### config.mk
export PLATFORM = sky130hd
export DESIGN_NAME = ecpx_ext_regs
export DESIGN_NICKNAME = d
export VERILOG_FILES = /design/src/ecpx_ext_regs.v
export VERILOG_INCLUDE_DIRS = /design/src /design/src/src
export SDC_FILE = /design/constraint.sdc
export NUM_CORES = 1
export LEC_CHECK = 0
export BUFFER_PORTS_ARGS = -buffer_cell sky130_fd_sc_hd__clkbuf_2
export CAP_MARGIN = 5
export CORE_UTILIZATION = 53
export CTS_CLUSTER_SIZE = 10
export DETAILED_ROUTE_END_ITERATION = 10
export GPL_ROUTABILITY_DRIVEN = 0
export PLACE_DENSITY = 0.72
export SYNTH_ARGS = -nofsm -noshare
export SYNTH_HDL_FRONTEND = slang
export SYNTH_SLANG_ARGS = --single-unit
### constraint.sdc
create_clock -name clock -period 2.8 [get_ports clock]
set_clock_uncertainty 0.15 [all_clocks]
set_input_delay 0 -clock clock [delete_from_list [all_inputs] [get_ports clock]]
set_output_delay 0 -clock clock [all_outputs]
set_load 0.03 [all_outputs]
### src/ecpx_defs.vh
// ecpx_defs.vh: register offsets, field positions, reset values and sizes for the
// extended register set of the parallel port.
// assumes: included by bare name from the design file; APB byte addresses.
// Notes on behaviour
// - test mode pushes/pops without peripheral cycles
// - test mode forward keeps data lines driven
// - full writes, empty reads ignored; FIFO order
// - config A read-only, fixed 0001x100 pattern
// - config A bit3 mirrors config bit7
// - config B bits1-0 mirror DMA channel
// - config B bits5-3 mirror IRQ number
// - config B bit6 live IRQ; 2,7 zero
// - extended control resets to 00010xx1
// - stall read until status bits updated
// - bit0 empty, or 1 when clock frozen
// - bit1 full, or 1 when clock frozen
// - service bit set by reset/events, software clears
// - frozen clock reads service bit as zero
// - events: terminal count or FIFO thresholds
// - DMA enable gates request, acknowledge ignored otherwise
// - fault falling edge or unmask interrupts
// - bits 7-5 select port mode
// - index selects four second-level registers
// - index bits 7-3 read zero, ignored
// - second level gated by global enable
// - second-level defaults only on reset
// - direction 0 drives lines, 1 releases
`ifndef ECPX_DEFS_VH
`define ECPX_DEFS_VH
`define ECPX_ADDR_FIFO      12'h000
`define ECPX_ADDR_CFGA      12'h004
`define ECPX_ADDR_CFGB      12'h008
`define ECPX_ADDR_ECTL      12'h00c
`define ECPX_ADDR_INDEX     12'h010
`define ECPX_ADDR_DATA      12'h014
`define ECPX_ADDR_PCTL      12'h018
`define ECPX_MODE_STD       3'h0
`define ECPX_MODE_BYTE      3'h1
`define ECPX_MODE_PPFIFO    3'h2
`define ECPX_MODE_ECPFIFO   3'h3
`define ECPX_MODE_EPP       3'h4
`define ECPX_MODE_TEST      3'h6
`define ECPX_MODE_CONFIG    3'h7
`define ECPX_SL_CTRL0       3'h0
`define ECPX_SL_CTRL2       3'h2
`define ECPX_SL_CTRL4       3'h4
`define ECPX_SL_PPCFG       3'h5
`define ECPX_ECTL_RESET     8'h15
`define ECPX_CTRL4_RESET    8'h07
`define ECPX_CFGA_FIXED     8'h14
`define ECPX_PCTL_RESET     8'h00
`define ECPX_FIFO_DEPTH     16
`define ECPX_FIFO_AW        4
`define ECPX_THRESH         5'h08
`define ECPX_BIT_EMPTY      0
`define ECPX_BIT_FULL       1
`define ECPX_BIT_SERV       2
`define ECPX_BIT_DMAEN      3
`define ECPX_BIT_FMASK      4
`define ECPX_BIT_DIR        5
`define ECPX_BIT_CFGA7      7
`endif

### src/ecpx_ext_regs.v
// ecpx_ext_regs.v: extended register set of the parallel port: test FIFO,
// two configuration readback registers, extended control, second-level index/data.
// assumes: APB master on the same clock; fault, irq level, terminal count and
// frozen indication are synchronous inputs; data lines are resolved by the bench.
`include "ecpx_defs.vh"
module ecpx_ext_regs (
  input  wire        clock,
  input  wire        rst_n,
  input  wire        psel,
  input  wire        penable,
  input  wire        pwrite,
  input  wire [11:0] paddr,
  input  wire [31:0] pwdata,
  output wire [31:0] prdata,
  output wire        pready,
  output wire        pslverr,
  input  wire        clk_frozen,
  input  wire        fault_n,
  input  wire        irq_level,
  input  wire        dma_tc,
  input  wire        sl_enable,
  input  wire [7:0]  pd_in,
  output wire [7:0]  pd_out,
  output wire        pd_oe_n,
  output wire        dma_req,
  output wire        dma_req_oe_n,
  output wire        irq_out
);
  reg  [7:0]  fifo_mem_reg [0:`ECPX_FIFO_DEPTH-1];
  reg  [3:0]  rd_ptr_reg;
  reg  [3:0]  wr_ptr_reg;
  reg  [4:0]  count_reg;
  reg  [7:0]  ectl_reg;
  reg  [2:0]  index_reg;
  reg  [7:0]  ctrl0_reg;
  reg  [7:0]  ctrl2_reg;
  reg  [7:0]  ctrl4_reg;
  reg  [7:0]  ppcfg_reg;
  reg  [7:0]  pctl_reg;
  reg  [31:0] prdata_reg;
  reg         pready_reg;
  reg         pslverr_reg;
  reg         stat_valid_reg;
  reg         fault_d_reg;
  reg         irq_reg;
  reg  [7:0]  pd_out_reg;
  reg         pd_oe_n_reg;
  reg         dma_req_reg;
  reg         dma_req_oe_n_reg;
  reg  [7:0]  rdata_next;
  reg         hit;
  wire [2:0]  mode = ectl_reg[7:5];
  wire        dir  = pctl_reg[`ECPX_BIT_DIR];
  wire        fifo_empty = (count_reg == 5'h00);
  wire        fifo_full  = (count_reg == `ECPX_FIFO_DEPTH);
  wire        setup  = psel & ~penable;
  wire        access = psel & penable & pready_reg;
  wire        wr_acc = access & pwrite;
  wire        rd_acc = access & ~pwrite;
  wire [7:0]  wbyte  = pwdata[7:0];
  integer     i;

  // second-level register is reachable only at a supported offset with the global enable
  function sl_valid;
    input [2:0] idx;
    input       en;
    begin
      sl_valid = en & ((idx == `ECPX_SL_CTRL0) | (idx == `ECPX_SL_CTRL2) |
                       (idx == `ECPX_SL_CTRL4) | (idx == `ECPX_SL_PPCFG));
    end
  endfunction

  wire in_test  = (mode == `ECPX_MODE_TEST);
  wire push = wr_acc & in_test & (paddr == `ECPX_ADDR_FIFO) & ~fifo_full;
  wire pop  = rd_acc & in_test & (paddr == `ECPX_ADDR_FIFO) & ~fifo_empty;
  wire in_cfg = (mode == `ECPX_MODE_CONFIG);

  wire free_ge8  = ((5'h10 - count_reg) >= `ECPX_THRESH);
  wire fill_ge8  = (count_reg >= `ECPX_THRESH);
  wire dma_en    = ectl_reg[`ECPX_BIT_DMAEN];
  wire serv_evt  = (dma_en & dma_tc) | (~dma_en & ~dir & free_ge8) | (~dma_en & dir & fill_ge8);
  // fault edge or unmask while asserted
  wire fmask_clr = wr_acc & (paddr == `ECPX_ADDR_ECTL) & ectl_reg[`ECPX_BIT_FMASK] &
                   ~wbyte[`ECPX_BIT_FMASK];
  wire fault_evt = ~ectl_reg[`ECPX_BIT_FMASK] & fault_d_reg & ~fault_n;
  wire fault_unm = fmask_clr & ~fault_n;

  // read mux for all mapped registers
  always @* begin
    rdata_next = 8'h00;
    hit = 1'b1;
    case (paddr)
      `ECPX_ADDR_FIFO: begin
        rdata_next = fifo_mem_reg[rd_ptr_reg];
      end
      `ECPX_ADDR_CFGA: begin
        rdata_next = in_cfg ? (`ECPX_CFGA_FIXED | {4'h0, ppcfg_reg[`ECPX_BIT_CFGA7], 3'h0}) : 8'h00;
      end
      `ECPX_ADDR_CFGB: begin
        rdata_next = in_cfg ? {1'b0, irq_level, ppcfg_reg[5:3], 1'b0, ppcfg_reg[1:0]} : 8'h00;
      end
      `ECPX_ADDR_ECTL: begin
        rdata_next = {ectl_reg[7:3], ectl_reg[`ECPX_BIT_SERV] & ~clk_frozen,
                      fifo_full | clk_frozen, fifo_empty | clk_frozen};
      end
      `ECPX_ADDR_INDEX: begin
        rdata_next = {5'h00, index_reg};
      end
      `ECPX_ADDR_DATA: begin
        if (sl_valid(index_reg, sl_enable)) begin
          case (index_reg)
            `ECPX_SL_CTRL0: rdata_next = ctrl0_reg;
            `ECPX_SL_CTRL2: rdata_next = ctrl2_reg;
            `ECPX_SL_CTRL4: rdata_next = ctrl4_reg;
            default:        rdata_next = ppcfg_reg;
          endcase
        end
      end
      `ECPX_ADDR_PCTL: begin
        rdata_next = pctl_reg;
      end
      default: begin
        hit = 1'b0;
      end
    endcase
  end

  // apb answer: no wait state, plus a one-cycle stall on control reads until status settles
  always @(posedge clock) begin
    if (!rst_n) begin
      pready_reg     <= 1'b0;
      prdata_reg     <= 32'h00000000;
      pslverr_reg    <= 1'b0;
      stat_valid_reg <= 1'b0;
    end else begin
      // status counts as updated once a cycle has passed with no FIFO change
      stat_valid_reg <= ~(push | pop);
      if (setup | (psel & penable & ~pready_reg)) begin
        if (~pwrite & (paddr == `ECPX_ADDR_ECTL) & ~stat_valid_reg) begin
          pready_reg <= 1'b0;
        end else begin
          pready_reg  <= 1'b1;
          prdata_reg  <= {24'h000000, rdata_next};
          pslverr_reg <= ~hit;
        end
      end else begin
        pready_reg  <= 1'b0;
        pslverr_reg <= 1'b0;
      end
    end
  end

  // FIFO storage; order kept regardless of direction
  always @(posedge clock) begin
    if (!rst_n) begin
      rd_ptr_reg <= 4'h0;
      wr_ptr_reg <= 4'h0;
      count_reg  <= 5'h00;
      for (i = 0; i < `ECPX_FIFO_DEPTH; i = i + 1) begin
        fifo_mem_reg[i] <= 8'h00;
      end
    end else begin
      if (push) begin
        fifo_mem_reg[wr_ptr_reg] <= wbyte;
        wr_ptr_reg <= wr_ptr_reg + 4'h1;
      end
      if (pop) begin
        rd_ptr_reg <= rd_ptr_reg + 4'h1;
      end
      if (push & ~pop) begin
        count_reg <= count_reg + 5'h01;
      end else if (pop & ~push) begin
        count_reg <= count_reg - 5'h01;
      end
    end
  end

  // control registers; second-level ones return to defaults only here on reset
  always @(posedge clock) begin
    if (!rst_n) begin
      ectl_reg    <= `ECPX_ECTL_RESET;
      index_reg   <= 3'h0;
      ctrl0_reg   <= 8'h00;
      ctrl2_reg   <= 8'h00;
      ctrl4_reg   <= `ECPX_CTRL4_RESET;
      ppcfg_reg   <= 8'h00;
      pctl_reg    <= `ECPX_PCTL_RESET;
      fault_d_reg <= 1'b1;
      irq_reg     <= 1'b0;
    end else begin
      fault_d_reg <= fault_n;
      irq_reg     <= 1'b0;
      if (wr_acc & (paddr == `ECPX_ADDR_ECTL)) begin
        ectl_reg[7:3] <= wbyte[7:3];
        ectl_reg[`ECPX_BIT_SERV] <= wbyte[`ECPX_BIT_SERV];
      end
      // event sets service bit only while it is clear, set wins
      if (~ectl_reg[`ECPX_BIT_SERV] & serv_evt) begin
        ectl_reg[`ECPX_BIT_SERV] <= 1'b1;
        irq_reg <= 1'b1;
      end
      if (fault_evt | fault_unm) begin
        irq_reg <= 1'b1;
      end
      if (wr_acc & (paddr == `ECPX_ADDR_INDEX)) begin
        index_reg <= wbyte[2:0];
      end
      if (wr_acc & (paddr == `ECPX_ADDR_DATA) & sl_valid(index_reg, sl_enable)) begin
        case (index_reg)
          `ECPX_SL_CTRL0: ctrl0_reg <= wbyte;
          `ECPX_SL_CTRL2: ctrl2_reg <= wbyte;
          `ECPX_SL_CTRL4: ctrl4_reg <= wbyte;
          default:        ppcfg_reg <= wbyte;
        endcase
      end
      if (wr_acc & (paddr == `ECPX_ADDR_PCTL)) begin
        pctl_reg <= wbyte;
      end
    end
  end

  // pins: data lines, DMA request; the interrupt is registered in the control block
  always @(posedge clock) begin
    if (!rst_n) begin
      pd_out_reg       <= 8'h00;
      pd_oe_n_reg      <= 1'b0;
      dma_req_reg      <= 1'b0;
      dma_req_oe_n_reg <= 1'b1;
    end else begin
      // drive forward, release backward; lines carry the FIFO head byte in every mode
      pd_oe_n_reg <= dir;
      pd_out_reg  <= fifo_mem_reg[rd_ptr_reg];
      // request only while enabled and armed; floated when disabled
      dma_req_oe_n_reg <= ~dma_en;
      dma_req_reg      <= dma_en & ~ectl_reg[`ECPX_BIT_SERV] & ~in_test & ~in_cfg;
    end
  end

  assign prdata       = prdata_reg;
  assign pready       = pready_reg;
  assign pslverr      = pslverr_reg;
  assign pd_out       = pd_out_reg;
  assign pd_oe_n      = pd_oe_n_reg;
  assign dma_req      = dma_req_reg;
  assign dma_req_oe_n = dma_req_oe_n_reg;
  assign irq_out      = irq_reg;
endmodule

==> Implementation_results.wiki, run 1 <==
{| class="wikitable"
! Metric !! Value
|-
| Hold Violations, Final || 0
|-
| Max-Cap Viols || 0
|-
| Area inside the core boundary || 18960 sq um
|-
| Share of the cycle needed by the critical path after routing || 98.92%
|-
| Count of flip-flops with a built-in enable after synthesis || 128
|-
| Classification of the worst setup path || reg2reg
|-
| Most common cell after layout, fill and taps aside || and2_1
|-
| Total buffers and inverters traversed by the critical path || 1
|-
| Clock latency of the later-clocked register in the worst-skew pair || 0.53 ns
|-
| Die X || 142.0 um
|-
| Number of violations reported at the end of detailed-routing iteration 0 || 571
|-
| Data arrival at the endpoint of the critical path || 3.08 ns
|-
| # rows || 50
|-
| Share of synthesized registers carrying an async set or reset || 0%
|-
| Setup violators final || 0
|-
| CP top delay family || simple AND/OR/NAND/NOR gates
|-
| Worst path depth || 13
|-
| Number of remaining DRC errors || 0
|-
| Final cell count without fillers || 1268
|-
| Outcome || complete, no violations
|-
| Commonest cells after routing, fill and taps aside || and2_1 (149), edfxtp_1 (128), dfxtp_1 (87)
|-
| Via count of the first global-routing pass || 6920
|-
| Static Leakage || 4.497 nW
|-
| DPL Wire Length || 16.94 mm
|-
| Effective utilization at floorplan || 54.81%
|-
| Ports placed on the boundary || 108
|-
| Sink Count || 218
|-
| Die outline area || 20170 sq um
|-
| Number of flip-flops under the largest register name || 128
|-
| Antenna violations before repair || 0
|-
| TritonCTS buffer count || 26
|-
| Number of nets in the layout || 1064
|-
| Total global routing overflow || 0
|-
| Power per standard cell area || 566.2 nW/um^2
|-
| H-tree levels || 1
|-
| Dominant synthesized flop cell || edfxtp_1
|-
| Number of cells on the worst hold path || 3
|-
| First drt pass iteration count || 5
|-
| Clock input transition at the sequential cells of the worst setup and hold paths || 0.05 ns
|-
| Synthesis warning total || 0
|-
| Total vias in the final route || 7170
|-
| Maximum resistive drop on vdd || 0.0003619 V
|-
| Longest individual stage delay on the worst path || 0.40 ns
|-
| Capturing element type of the critical path || register
|-
| Average vias per placed instance || 5.655
|-
| Routed wirelength normalized by instance count || 19.87 um
|-
| Buffers from clock root to sink, at most || 3
|-
| Number of antenna-violating nets in the routed design || 0
|-
| Port Buffer Count || 51
|-
| Pin count of the biggest net entering global routing || 60
|-
| Total negative slack || 0 ns
|-
| Part of the Yosys area used for sequential elements || 54.34%
|-
| Overall track demand over capacity in global routing || 25.66%
|-
| Transition time at the pin with the least slew margin || 0.7919 ns
|-
| Total detailed-routing wirelength || 25.20 mm
|-
| Max Fanout on Critical Path || 4
|-
| Crit path max-delay cell type || or3_4
|-
| Number of distinct standard cells referenced by the synthesized netlist || 71
|-
| TritonCTS clock tree || done
|-
| Achievable clock frequency || 361.0 MHz
|-
| Required time worst endpoint || 3.11 ns
|-
| Number of instances in the synthesized netlist || 876
|-
| Number of cell instances on the worst register-to-register path || 13
|-
| Min Tclk post-route || 2.770 ns
|-
| Cell at the root of the clock tree || clkbuf_16
|-
| Fraction of final layout cells with drive strength greater than 1 || 23.24%
|-
| FILL cells || 1408
|-
| Ordered list of cells on the worst path || or3_4, nor2_4, ha_4, nor2_4, nand3_2, ha_4, inv_4, fa_2, a21o_1, a21oi_2, xnor2_1, or3_1, a21boi_1
|-
| Worst relative slew slack || 47.13%
|-
| RSZ-0062 raised after global routing || true
|-
| Number of register bits inferred by synthesis || 218
|-
| Vertical extent of the die || 142.0 um
|-
| Hold slack || 0.01244 ns
|-
| Synthesis-to-layout area growth || 18.60%
|-
| Mapped Area || 10390 sq um
|-
| Post-route total power || 6.976 mW
|-
| CP Launch Type || register
|-
| Pins over their slew limit || 0
|-
| Type of the tightest min-delay check || in2reg
|-
| Mean cell area of the mapped netlist || 11.86 sq um
|-
| Total instance count after detailed placement || 1194
|-
| First-pass GRT wire length || 38.78 mm
|}
-- repair_timing --
action                                  in CTS  in global routing
pin swaps                                    1                  5
endpoints found under the setup margin       1                105
setup buffers                                0                  3
resized for setup                            4                 13
endpoints found under the hold margin       69                  0
hold buffers                                24                  0
-- worst reg2reg max path, cell delays in order, from the launching register on --
cell and delay, ns:
dfxtp_2 0.31, or3_4 0.40, nor2_4 0.18, ha_4 0.18, nor2_4 0.04, nand3_2 0.10
ha_4 0.16, inv_4 0.05, fa_2 0.34, a21o_1 0.18, a21oi_2 0.13, xnor2_1 0.08
or3_1 0.31, a21boi_1 0.12
-- final timing paths --
path / slack (ns) / from / to
setup / recovery: 0.03 / count_reg[2] / count_reg[4]
hold / removal: 0.01 / pwdata[3] / ectl_reg[3]
setup reg to reg: 0.03 / count_reg[2] / count_reg[4]
hold reg to reg: 0.30 / ctrl4_reg[6] / ctrl4_reg[6]
-- cells in the mapped netlist, types with 5 or more instances --
library cell	number	area (sq um)
a21boi_0	5	37.54
a21oi_1	16	80.08
a22oi_1	17	127.6
and2_1	149	932.1
buf_1	5	18.77
buf_2	6	30.03
buf_4	24	180.2
clkbuf_1	46	172.7
dfxtp_1	90	1802
edfxtp_1	128	3844
ha_1	12	150.1
inv_1	9	33.78
mux2i_1	39	390.4
mux4_2	32	720.7
nand2_1	38	142.6
nand2b_1	11	68.82
nand3_1	20	100.1
nand3_2	5	50.05
nor2_1	37	138.9
nor2b_1	38	237.7
nor3_1	9	45.04
o21ai_0	44	220.2
o21ai_2	5	43.79
or3_1	5	31.28
xnor2_1	7	61.31
-- kinds of logic after synthesis --
| kind of cell | synth area share [%] |
|---|---|
| flops | 54.34 |
| buf+inv | 4.553 |
| xor+xnor | 0.6745 |
| mux | 11.13 |
| other cells | 0.03610 |
| compound gates | 8.142 |
| fa+ha+maj | 1.638 |
| simple gates | 19.49 |
-- where the power goes --
group,switching (mW),internal (mW),leakage [nW]
registers,0.0335,3.49,1.95
logic,0.244,0.124,2.17
clock network,1.24,1.85,0.376
total,1.52,5.46,4.50
-- stage by stage --
stage | setup WS [ns] | cell area (sq um) | utilization, %
global placement | 0.03192 | 11220 | 59.17
global route | -0.1083 | 12320 | 64.98
floorplan | 0.005625 | 10510 | -
finish | 0.03023 | 12320 | 65.00
CTS | 0.01954 | 12240 | 64.59
detailed placement | -0.06000 | 11220 | 59.17
-- routing by layer --
| metal | vias up | wire, um | part of all wire, % | track usage, % |
|---|---|---|---|---|
| li1 | 3339 | - | - | - |
| met1 | 3513 | 11000 | 44 | 36.17 |
| met2 | 273 | 11760 | 47 | 41.07 |
| met3 | 45 | 1793 | 7.1 | 3.869 |
| met4 | 0 | 645 | 2.6 | 7.866 |
| met5 | - | 0 | 0 | 0 |
-- layout make-up --
cell class	instances	area (sq um)	share of cell area [%]
diodes	1	2.502	0.02031
clock buffers	45	773.2	6.276
clock inverters	1	5.005	0.04062
inverters	9	36.28	0.2945
multi-input cells	588	4451	36.12
flip-flops and latches	218	5649	45.85
well taps	260	325.3	2.640
repair buffers	146	1079	8.754
Note: power is estimated with default switching activity, not from simulation.
==> inputs of run 2 (changes only) <==
Settings changed: CORE_MARGIN set to 3.
==> Implementation_results.wiki, run 2 (synthesized netlist as in run 1, its figures left out) <==
{| class="wikitable"
! Metric !! Value
|-
| Placement Cell Area || 11210 sq um
|-
| Total instance count after detailed placement || 1193
|-
| Setup crit start || count_reg[2]
|-
| FILL cells || 1451
|-
| Register-to-register path setup slack || 0.03 ns
|-
| Endpoint of the lowest-slack register-to-register path || count_reg[4]
|-
| Met1 routed wirelength after detailed routing || 11.21 mm
|-
| Achievable clock frequency || 361.3 MHz
|-
| # rows || 50
|-
| Clock latency of the later-clocked register in the worst-skew pair || 0.52 ns
|-
| Total global routing overflow || 0
|-
| Crit-path most repeated cell || ha_4
|-
| Transition time at the pin with the least slew margin || 0.7527 ns
|-
| Total vias in the final route || 7079
|-
| Ports placed on the boundary || 108
|-
| Number of cells on the worst hold path || 8
|-
| Sink Count || 218
|-
| Buffers from clock root to sink, at most || 3
|-
| Total negative slack || 0 ns
|-
| Setup violators final || 0
|-
| Type of the tightest min-delay check || in2reg
|-
| Last element of the critical path || count_reg[4]
|-
| Net switching power || 1.491 mW
|-
| RSZ-0062 raised after global routing || true
|-
| Capturing element type of the critical path || register
|-
| CP top delay family || simple AND/OR/NAND/NOR gates
|-
| Number of flip-flops under the largest register name || 128
|-
| Final core area utilization || 64.60%
|-
| Part of the total power dissipated in the clock network || 42.5%
|-
| Portion of total power attributed to sequential cells || 52.1%
|-
| Data arrival at the endpoint of the critical path || 3.07 ns
|-
| Port Buffer Count || 51
|-
| P_int || 5.268 mW
|-
| Overall track demand over capacity in global routing || 23.60%
|-
| Via count of the first global-routing pass || 7007
|-
| Combined area of the multi-input logic cells || 4447 sq um
|-
| Combinational group share of total power || 5.4%
|-
| Maximum resistive drop on vdd || 0.0003188 V
|-
| Total inserted antenna cells || 0
|-
| Highest routed metal layer || met4
|-
| DPL Wire Length || 16.80 mm
|-
| Power per standard cell area || 552.0 nW/um^2
|-
| CP Launch Type || register
|-
| Synthesis-to-layout area growth || 17.87%
|-
| Source of the worst register-to-register timing path || count_reg[2]
|-
| Routed wirelength normalized by instance count || 19.83 um
|-
| Worst relative slew slack || 49.82%
|-
| Commonest cells after routing, fill and taps aside || and2_1 (149), edfxtp_1 (128), dfxtp_1 (88)
|-
| Die outline area || 21320 sq um
|-
| Most common cell after layout, fill and taps aside || and2_1
|-
| Number of antenna-violating nets in the routed design || 0
|-
| Hold Violations, Final || 0
|-
| Static Leakage || 4.481 nW
|-
| Outcome || complete, no violations
|-
| Min Tclk post-route || 2.767 ns
|-
| Worst setup slack after placement || -0.04504 ns
|-
| Hold path startpoint || paddr[9]
|-
| Number of nets in the layout || 1064
|-
| Crit path max-delay cell type || or3_4
|-
| DR WL met3 || 1.604 mm
|-
| Final setup margin || 0.03259 ns
|-
| WL met2 || 11.85 mm
|-
| Pins over their slew limit || 0
|-
| Register Area || 5648 sq um
|-
| First-pass GRT wire length || 39.90 mm
|-
| Number of cell instances on the worst register-to-register path || 13
|-
| Post-route total power || 6.759 mW
|-
| H-tree levels || 1
|-
| Max-Cap Viols || 0
|-
| Antenna violations before repair || 0
|-
| Share of the cycle needed by the critical path after routing || 98.84%
|-
| Pin count of the biggest net entering global routing || 106
|-
| Vertical extent of the die || 146.0 um
|-
| Final cell count without fillers || 1265
|-
| TritonCTS clock tree || done
|-
| Fraction of final layout cells with drive strength greater than 1 || 22.39%
|-
| Total detailed-routing wirelength || 25.09 mm
|-
| Hold slack || 0.02212 ns
|-
| Total buffers and inverters traversed by the critical path || 1
|-
| Number of remaining DRC errors || 0
|-
| Required time worst endpoint || 3.10 ns
|-
| Effective utilization at floorplan || 54.81%
|-
| Max Fanout on Critical Path || 4
|-
| Worst path depth || 13
|-
| Number of violations reported at the end of detailed-routing iteration 0 || 601
|-
| Longest individual stage delay on the worst path || 0.40 ns
|-
| Classification of the worst setup path || reg2reg
|-
| Die X || 146.0 um
|-
| Area inside the core boundary || 18960 sq um
|-
| Non-Filler Cell Area, Final || 12250 sq um
|-
| Clock input transition at the sequential cells of the worst setup and hold paths || 0.06 ns
|-
| Switching portion of total power || 22.06%
|-
| Cell at the root of the clock tree || clkbuf_16
|-
| First drt pass iteration count || 5
|-
| Ordered list of cells on the worst path || or3_4, nor2_4, ha_4, nor2_1, nand3_2, ha_4, inv_4, fa_2, a21o_1, a21oi_2, xnor2_1, or3_1, a21boi_1
|-
| TritonCTS buffer count || 25
|-
| Average vias per placed instance || 5.596
|}
run 2: cell count changes in the layout (fill, tap and decap cells not counted), sizes merged:
cell / change
clkbuf: -3
clkinv: -1
diode: -1
dlygate4sd3: +2
inv: +1
buf: -1
run 2: routing by layer:
metal	track usage, %	vias up
met5	0	-
met2	38.36	252
li1	-	3338
met3	3.706	27
met4	5.033	0
met1	34.00	3462
run 2: tightest hold or removal path, delay by kind of cell:
family	cells	cell delay, ns
simple gates	5	0.36
buf+inv	2	0.22
mux	1	0.07
run 2: area by class of cell:
| type | count | share of cell area [%] |
|---|---|---|
| inverter | 9 | 0.2963 |
| tap | 260 | 2.657 |
| clock buffer | 42 | 5.630 |
| timing repair buffer | 147 | 8.910 |
| clock inverter | 1 | 0.07152 |
| sequential | 218 | 46.12 |
| multi-input combinational | 588 | 36.31 |
run 2: power by group through the flow:
stage / clock network [mW] / registers [mW] / logic [mW]
after floorplan: 0 / 3.58 / 0.221
after global placement: 0 / 3.58 / 0.334
after detailed placement: 0 / 3.58 / 0.337
after CTS: 2.91 / 3.52 / 0.363
after global routing: 3.05 / 3.53 / 0.390
final: 2.87 / 3.52 / 0.366
run 2: timing repair:
item / 4_1_cts / 5_1_grt
gates cloned: 0 / 0
endpoints found under the hold margin: 96 / 0
gates resized for setup: 2 / 10
setup buffers: 0 / 3
setup endpoints to repair: 1 / 34
pin swaps: 1 / 5
hold buffers: 26 / 0
run 2: worst min path at each step:
stage,slack [ns],end
6_report,0.02,wr_ptr_reg[1]
5_1_grt,0.07,wr_ptr_reg[1]
4_1_cts,0.02,wr_ptr_reg[1]
3_5_place_dp,0.06,fault_d_reg
3_3_place_gp,0.05,fault_d_reg
2_1_floorplan,-0.05,fault_d_reg
